`config.mk`:
```
export PLATFORM = sky130hd
export DESIGN_NAME = wtpfdc_top
export DESIGN_NICKNAME = d
export VERILOG_FILES = /design/src/core/wtpfdc_pkg.sv /design/src/core/wtpfdc_top.sv
export SDC_FILE = /design/constraint.sdc
export NUM_CORES = 2
export LEC_CHECK = 0
export BUFFER_PORTS_ARGS = -buffer_cell sky130_fd_sc_hd__buf_2
export CORE_MARGIN = 4
export CORE_UTILIZATION = 35
export CTS_CLUSTER_DIAMETER = 30
export DETAILED_ROUTE_END_ITERATION = 7
export HOLD_SLACK_MARGIN = 0.05
export SLEW_MARGIN = 40
export SYNTH_ARGS = -nofsm -noshare
export SYNTH_HDL_FRONTEND = slang
export SYNTH_SLANG_ARGS = --single-unit
```
`constraint.sdc`:
```
create_clock -name clk_sys -period 43.6 [get_ports clk_sys]
set_input_delay 2.18 -clock clk_sys [delete_from_list [all_inputs] [get_ports clk_sys]]
set_output_delay 2.18 -clock clk_sys [all_outputs]
set_load 0.01 [all_outputs]
```
`src/core/wtpfdc_pkg.sv`:
```
// constants, register map and carrier types of the transmitter control core
// assumes one 125 MHz clock; coil current arrives in mA from a same-clock converter
package wtpfdc_pkg;
  localparam int CLK_HZ = 125_000_000;
  localparam int PID_PERIOD_US = 1000;
  localparam int PID_PERIOD_CYC = (CLK_HZ / 1_000_000) * PID_PERIOD_US;
  // frequencies in Hz
  localparam logic [17:0] FREQ_MIN_HZ = 18'h1C138;
  localparam logic [17:0] FREQ_PING_HZ = 18'h2AB98;
  localparam logic [17:0] FREQ_MAX_HZ = 18'h320C8;
  localparam logic [17:0] BAND1_HZ = 18'h222E0;
  localparam logic [17:0] BAND2_HZ = 18'h27100;
  localparam logic [17:0] BAND3_HZ = 18'h2BF20;
  // output scaling factor per band, in half-Hz
  localparam logic [3:0] SCALE_B0 = 4'h3;
  localparam logic [3:0] SCALE_B1 = 4'h4;
  localparam logic [3:0] SCALE_B2 = 4'h6;
  localparam logic [3:0] SCALE_B3 = 4'hA;
  // duty in units of 0.01 percent
  localparam logic [12:0] DUTY_HALF = 13'h1388;
  localparam logic [12:0] DUTY_MIN = 13'h03E8;
  localparam int DUTY_FULL_SCALE_MULT = 429497;
  // loop constants
  localparam int PROPORTIONAL_GAIN = 10;
  localparam int DERIVATIVE_GAIN = 0;
  localparam int INTEGRAL_GAIN_Q16 = 3277;
  localparam int INTEGRAL_GAIN_SHIFT = 16;
  localparam int INTEGRAL_TERM_LIMIT = 3000;
  localparam int INTEGRAL_ACC_LIMIT = INTEGRAL_TERM_LIMIT * 20;
  localparam int LOOP_OUTPUT_LIMIT = 20000;
  localparam int CTRL_ERR_SHIFT = 7;
  // phase increment per Hz, Q10
  localparam logic [15:0] DDS_MULT_Q10 = 16'h8970;
  localparam int DDS_SHIFT = 10;
  // register byte addresses
  localparam logic [7:0] REG_CTRL = 8'h00;
  localparam logic [7:0] REG_STATUS = 8'h04;
  localparam logic [7:0] REG_FREQ = 8'h08;
  localparam logic [7:0] REG_DUTY = 8'h0C;
  localparam logic [7:0] REG_CURRENT = 8'h10;
  localparam int CTRL_ENABLE_BIT = 0;
  localparam int CTRL_RESTART_BIT = 1;

  typedef enum logic [2:0] {ST_IDLE, ST_PING, ST_GAP, ST_XFER, ST_NORX} wtpfdc_state_t;

  typedef struct packed {
    logic [7:0] addr;
    logic [31:0] wdata;
    logic wr;
    logic rd;
  } wtpfdc_bus_t;

  typedef struct packed {
    logic valid;
    logic [7:0] header;
    logic [7:0] payload;
  } wtpfdc_msg_t;
endpackage

```
`src/core/wtpfdc_top.sv`:
```
// control core: coil selection, ping, frequency/duty loop and half-bridge drive
// assumes the message decoder and current converter run on clk_sys
//
// Added by the designer: the register offsets and the plain strobed port.
module wtpfdc_top
  import wtpfdc_pkg::*;
#(
  parameter int PID_TICK_CYC = PID_PERIOD_CYC,
  parameter int PING_WAIT_MS = 70,
  parameter int GAP_MS = 10,
  parameter logic [7:0] HDR_SIGNAL_STRENGTH = 8'h01,
  parameter logic [7:0] HDR_END_POWER = 8'h02,
  parameter logic [7:0] HDR_CONTROL_ERROR = 8'h03
)
(
  input wire logic clk_sys,
  input wire logic rst,
  input wire wtpfdc_bus_t bus,
  output logic [31:0] rdata,
  input wire wtpfdc_msg_t msg,
  input wire logic sampleValid,
  input wire logic [11:0] coilCurrentMa,
  output logic coilSel,
  output logic powerOn,
  output logic gateHigh,
  output logic gateLow
);

  wtpfdc_state_t state_reg;
  logic enable_reg;
  logic restart_reg;
  logic noRx_reg;
  logic [16:0] tickCnt_reg;
  logic tick_reg;
  logic [7:0] waitCnt_reg;
  logic coil_reg;
  logic dutyMode_reg;
  logic [17:0] freq_reg;
  logic [12:0] duty_reg;
  logic [11:0] sample_reg;
  logic signed [13:0] target_reg;
  int iacc_reg;
  logic [31:0] phase_reg;
  logic [31:0] rdata_reg;
  logic gateHigh_reg;
  logic gateLow_reg;

  logic isStrength;
  logic isEnd;
  logic isCtrlErr;
  int err;
  int iaccNext;
  int pid;
  int freqCalc;
  int dutyCalc;
  logic [17:0] freq_next;
  logic [12:0] duty_next;
  logic dutyMode_next;
  logic [33:0] incProd;
  logic [31:0] dutyThr;
  logic signed [20:0] ceProd;

  function automatic int clampSym(input int v, input int lim);
    if (v > lim)
      return lim;
    else if (v < -lim)
      return -lim;
    return v;
  endfunction

  function automatic logic [3:0] bandScale(input logic [17:0] f);
    if (f < BAND1_HZ)
      return SCALE_B0;
    else if (f < BAND2_HZ)
      return SCALE_B1;
    else if (f < BAND3_HZ)
      return SCALE_B2;
    return SCALE_B3;
  endfunction

  // message decode
  assign isStrength = msg.valid && (msg.header == HDR_SIGNAL_STRENGTH) && (msg.payload != 8'h00);
  assign isEnd = msg.valid && (msg.header == HDR_END_POWER);
  assign isCtrlErr = msg.valid && (msg.header == HDR_CONTROL_ERROR);

  // loop iteration, one per tick
  always_comb
  begin
    err = int'(target_reg) - int'({1'b0, sample_reg});
    iaccNext = clampSym(iacc_reg + err, INTEGRAL_ACC_LIMIT);
    // derivative gain is zero, so no difference term is kept
    pid = clampSym(PROPORTIONAL_GAIN * err + ((iacc_reg * INTEGRAL_GAIN_Q16) >>> INTEGRAL_GAIN_SHIFT)
      + DERIVATIVE_GAIN * err, LOOP_OUTPUT_LIMIT);
    freqCalc = int'({1'b0, freq_reg}) - ((pid * int'({1'b0, bandScale(freq_reg)})) >>> 1);
    dutyCalc = int'({1'b0, duty_reg}) + pid;
    freq_next = freq_reg;
    duty_next = duty_reg;
    dutyMode_next = dutyMode_reg;
    if (!dutyMode_reg)
    begin
      if (freqCalc >= int'({1'b0, FREQ_MAX_HZ}))
      begin
        freq_next = FREQ_MAX_HZ;
        dutyMode_next = 1'b1;
      end
      else if (freqCalc <= int'({1'b0, FREQ_MIN_HZ}))
        freq_next = FREQ_MIN_HZ;
      else
        freq_next = freqCalc[17:0];
    end
    else
    begin
      if (dutyCalc >= int'({1'b0, DUTY_HALF}))
      begin
        duty_next = DUTY_HALF;
        dutyMode_next = 1'b0;
      end
      else if (dutyCalc <= int'({1'b0, DUTY_MIN}))
        duty_next = DUTY_MIN;
      else
        duty_next = dutyCalc[12:0];
    end
  end

  // loop period divider
  always_ff @(posedge clk_sys)
  begin
    if (rst || tickCnt_reg == 17'(PID_TICK_CYC - 1))
      tickCnt_reg <= 17'h00000;
    else
      tickCnt_reg <= tickCnt_reg + 17'h00001;
    tick_reg <= !rst && (tickCnt_reg == 17'(PID_TICK_CYC - 1));
  end

  // control register
  always_ff @(posedge clk_sys)
  begin
    if (rst)
    begin
      enable_reg <= 1'b0;
      restart_reg <= 1'b0;
    end
    else
    begin
      restart_reg <= bus.wr && bus.addr == REG_CTRL && bus.wdata[CTRL_RESTART_BIT];
      if (bus.wr && bus.addr == REG_CTRL)
        enable_reg <= bus.wdata[CTRL_ENABLE_BIT];
    end
  end

  // coil search and transfer sequence
  always_ff @(posedge clk_sys)
  begin
    if (rst)
    begin
      state_reg <= ST_IDLE;
      coil_reg <= 1'b0;
      noRx_reg <= 1'b0;
      waitCnt_reg <= 8'h00;
    end
    else if (!enable_reg)
    begin
      state_reg <= ST_IDLE;
      waitCnt_reg <= 8'h00;
    end
    else
    begin
      if (tick_reg)
        waitCnt_reg <= waitCnt_reg + 8'h01;
      case (state_reg)
        ST_IDLE:
        begin
          coil_reg <= 1'b0;
          waitCnt_reg <= 8'h00;
          state_reg <= ST_PING;
        end
        ST_PING:
        begin
          if (isStrength)
            state_reg <= ST_XFER;
          else if (tick_reg && waitCnt_reg == 8'(PING_WAIT_MS - 1))
          begin
            waitCnt_reg <= 8'h00;
            if (coil_reg)
            begin
              noRx_reg <= 1'b1;
              state_reg <= ST_NORX;
            end
            else
              state_reg <= ST_GAP;
          end
        end
        ST_GAP:
        begin
          if (tick_reg && waitCnt_reg == 8'(GAP_MS - 1))
          begin
            coil_reg <= 1'b1;
            waitCnt_reg <= 8'h00;
            state_reg <= ST_PING;
          end
        end
        ST_XFER:
        begin
          if (isEnd)
            state_reg <= ST_IDLE;
        end
        ST_NORX:
        begin
          if (restart_reg)
          begin
            noRx_reg <= 1'b0;
            state_reg <= ST_IDLE;
          end
        end
        default:
          state_reg <= ST_IDLE;
      endcase
    end
  end

  // feedback and target
  always_ff @(posedge clk_sys)
  begin
    if (rst)
    begin
      sample_reg <= 12'h000;
      target_reg <= 14'sh0000;
    end
    else
    begin
      if (sampleValid)
        sample_reg <= coilCurrentMa;
      if (state_reg != ST_XFER)
        target_reg <= signed'({2'b00, sample_reg});
      else if (isCtrlErr)
        target_reg <= signed'({2'b00, sample_reg}) + 14'(ceProd >>> CTRL_ERR_SHIFT);
    end
  end

  // requested current moves by the control error in 1/128 steps
  assign ceProd = signed'({1'b0, sample_reg}) * signed'(msg.payload);

  // controlled variables
  always_ff @(posedge clk_sys)
  begin
    if (rst || state_reg != ST_XFER)
    begin
      freq_reg <= FREQ_PING_HZ;
      duty_reg <= DUTY_HALF;
      dutyMode_reg <= 1'b0;
      iacc_reg <= 0;
    end
    else if (tick_reg)
    begin
      freq_reg <= freq_next;
      duty_reg <= duty_next;
      dutyMode_reg <= dutyMode_next;
      iacc_reg <= iaccNext;
    end
  end

  // phase accumulator drive; edges dither on 8 ns grid so average duty keeps fine resolution
  assign incProd = freq_reg * DDS_MULT_Q10;
  assign dutyThr = 32'(duty_reg * DUTY_FULL_SCALE_MULT);

  always_ff @(posedge clk_sys)
  begin
    if (rst || !powerOn)
      phase_reg <= 32'h00000000;
    else
      phase_reg <= phase_reg + {8'h00, incProd[DDS_SHIFT +: 24]};
  end

  // no dead time here; the gate driver must insert it
  always_ff @(posedge clk_sys)
  begin
    if (rst)
    begin
      gateHigh_reg <= 1'b0;
      gateLow_reg <= 1'b0;
      powerOn <= 1'b0;
      coilSel <= 1'b0;
    end
    else
    begin
      powerOn <= state_reg == ST_PING || state_reg == ST_XFER;
      coilSel <= coil_reg;
      gateHigh_reg <= powerOn && (phase_reg < dutyThr);
      gateLow_reg <= powerOn && !(phase_reg < dutyThr);
    end
  end

  assign gateHigh = gateHigh_reg;
  assign gateLow = gateLow_reg;

  // register reads, answer in the following cycle
  always_ff @(posedge clk_sys)
  begin
    if (rst || !bus.rd)
      rdata_reg <= 32'h00000000;
    else
    begin
      case (bus.addr)
        REG_CTRL:
          rdata_reg <= {31'h00000000, enable_reg};
        REG_STATUS:
          rdata_reg <= {27'h0000000, state_reg == ST_XFER, noRx_reg, dutyMode_reg, coil_reg, powerOn};
        REG_FREQ:
          rdata_reg <= {14'h0000, freq_reg};
        REG_DUTY:
          rdata_reg <= {19'h00000, duty_reg};
        REG_CURRENT:
          rdata_reg <= {20'h00000, sample_reg};
        default:
          rdata_reg <= 32'h00000000;
      endcase
    end
  end

  assign rdata = rdata_reg;

endmodule // wtpfdc_top

```
==> metrics.txt <==
status=finished, final reports clean; biggest area consumer among synthesized cells=ha_1; largest cells by area after synthesis=ha_1 22%, fa_1 22%, dfxtp_1 11%; CTS tree=done; NetSw=1.316 mW; peak supply drop=158.1 µV; clock network power share=0.069; CTS Sinks=about 180; CP dominant cell by count=o21ai_0; worst hold path type=reg -> reg; commonest non-fill, non-tap cell in the layout=inv_1; Worst-Margin Slew=0.8377 ns; relative slew slack=0.4407; maximum capacitance violations=0; Area Growth Syn to Fin=7.134%; WP data required=44.01 ns; first-pass GRT wire length=between 100000 and 150000 µm; Post-Synthesis Cells=3825; CTS root buffer=clkbuf_16; sequential fraction of the synthesis area=0.1076; hold_buf cts=0; Worst R2R Path Depth=64; # fillers=slightly below 10k; Syn Area/Cell=8.611 µm²; hold path cells=1; Horiz. Die Dim=314.8 µm; average wire per standard cell=between 15 and 20 µm; Comb pwr share=0.863; Total GRT Usage=0.1630; TritonCTS Buffers=17; fin crit period=16.41 ns; post-DR vias/cell=approximately 5; NumNets Final=around 5k; # diodes=0; Max Slew Vio Count=0; worst hold slack=0.4500 ns; r2r endpoint=freq_reg[6]; ys flop type=dfxtp_1; P_int=between 1 and 1.5 mW; Site Rows=~110; clock skew=roughly 0.025 ns; Total Wirelength=around 79000 µm; Detail Placement HPWL=66160 µm; top cell type's share of synthesized area=0.2234; routed via count=around 26k; Setup TNS Final=0 ns; die footprint=about 100000 µm²; WS Path Type=reg -> reg; Crit-path slowest cell=o31ai_4; DRC viols=0; cts repair resizes=0; IO Pins=110; final hold vios=0; 1st-iter DRT viols=roughly 1.3k; count of state elements after synthesis=177; maximum root-to-sink buffer count=2; CP peak stage delay=roughly 0.7 ns; Routability Congestion=approximately 0.84; reg-to-reg setup timing slack=27.19 ns; Distinct cells, synth=102; Hold Startpoint=tickCnt_reg[0]; clock slew at reported path FFs=~0.09 ns; final setup vio count=0; P_leak=around 18 nW; crit share post-route=0.3764; input/output buffers=between 60 and 70; unrepaired setup endpoints after global routing=no; Overall Power=about 2.4 mW; Setup Buffers After CTS=0; TritonRoute pass-1 iters=5; Clk Latency, worst-skew pair=between 0.5 and 0.6 ns; asr flop ratio synth=0; layout cells sized above 1=0.04855; commonest cells after routing, fill and taps aside=659 x inv_1, 588 x ha_1, 359 x fa_1; grt ovf=0; fmax=roughly 61 MHz; DRT antenna net count=0; initial antenna violation count=0; Synth Cell Area=32940 µm²; Post-synth EDFFs=0; crit path launch type=register; Crit. End Element=register; Power Density=between 60 and 70 nW/µm²; RR Startpoint=iacc_reg[2]; Initial Utilization=0.3529; Worst Path Arrival=between 15 and 20 ns; H-tree depth=4; core area=~93000 µm²; Crit Path Max Fanout=17; Hold EP=tickCnt_reg[0]; Die Span Y=314.8 µm; vias in the first global route=~25k; switching share of power=0.5431; largest net degree at the start of global routing=39; yosys warns=0; part of the power in registers=0.068
## power by group through the flow
stage | Sequential [mW] | Clock (mW) | Combinational, mW
after floorplan | 0.167 | 0 | 1.65
after global placement | 0.169 | 0 | 2.04
after detailed placement | 0.169 | 0 | 2.04
after CTS | 0.166 | 0.172 | 2.06
after global routing | 0.166 | 0.177 | 2.35
final | 0.166 | 0.166 | 2.09
## worst max-delay path: cells and delay by family, from the launching register on
kind | cells | cell delay, ns
xor gates and xnor gates | 2 | 0.35
and+or+nand+nor | 13 | 2.65
muxes | 1 | 0.51
adders and majority gates | 12 | 4.97
DFF | 1 | 0.41
AOI/OAI and AO/OA | 30 | 7.06
buffers and inverters | 6 | 0.36
## logic make-up after synthesis
| family | Yosys count | share of synthesized area |
|---|---|---|
| compound gates | 723 | 0.1477 |
| xor+xnor | 245 | 0.06648 |
| fa+ha+maj | 948 | 0.4419 |
| buf+inv | 743 | 0.08673 |
| flops | 177 | 0.1076 |
| mux | 25 | 0.007825 |
| other cells | 1 | 0.0001139 |
| simple gates | 963 | 0.1417 |
## final cells by class
cell class,instances,area (µm²),share of cell area
Inverter,661,2486,0.07046
Multi-Input combinational cell,2918,26620,0.7543
Sequential cell,177,3543,0.1004
Tap cell,1254,1569,0.04446
Timing Repair Buffer,85,475.5,0.01347
Clock buffer,17,425.4,0.01206
Clock inverter,14,170.2,0.004822
## metal layers
| metal | vias to the layer above | part of all wire | global-route usage |
|---|---|---|---|
| met2 | 380 | 0.46 | 0.2668 |
| met4 | 0 | 0.020 | 0.04319 |
| li1 | 12880 | - | - |
| met5 | - | 0 | 0 |
| met3 | 78 | 0.033 | 0.01446 |
| met1 | 12170 | 0.49 | 0.2309 |
## cell usage after synthesis, types with 67 or more instances
cell type,number
xnor2_1,148
ha_1,588
and2_1,68
dfxtp_1,177
fa_1,359
nor2_1,346
inv_1,659
xor2_1,93
o21ai_0,112
a21o_1,69
nand2_1,172
nor3_1,67
a21oi_1,212
## metrics by stage
stage	setup WS (ns)	utilization	instances	area, µm²
2_1_floorplan	29.41	-	3838	32990
3_3_place_gp	27.15	0.3714	5095	34660
3_5_place_dp	27.10	0.3716	5095	34680
4_1_cts	27.05	0.3779	5126	35270
5_1_grt	26.07	0.3781	5126	35290
6_report	27.19	0.3781	5126	35290
## worst max path at each step
stage / startpoint / cells past startpoint / to / slack, ns
after floorplan: iacc_reg[1] / 66 / freq_reg[6] / 29.41
after global placement: iacc_reg[2] / 64 / freq_reg[6] / 27.15
after detailed placement: iacc_reg[2] / 64 / freq_reg[6] / 27.10
after CTS: iacc_reg[2] / 64 / freq_reg[6] / 27.05
after global routing: iacc_reg[2] / 64 / freq_reg[6] / 26.07
final: iacc_reg[2] / 64 / freq_reg[6] / 27.19
Power figures use the tool's default switching activity.
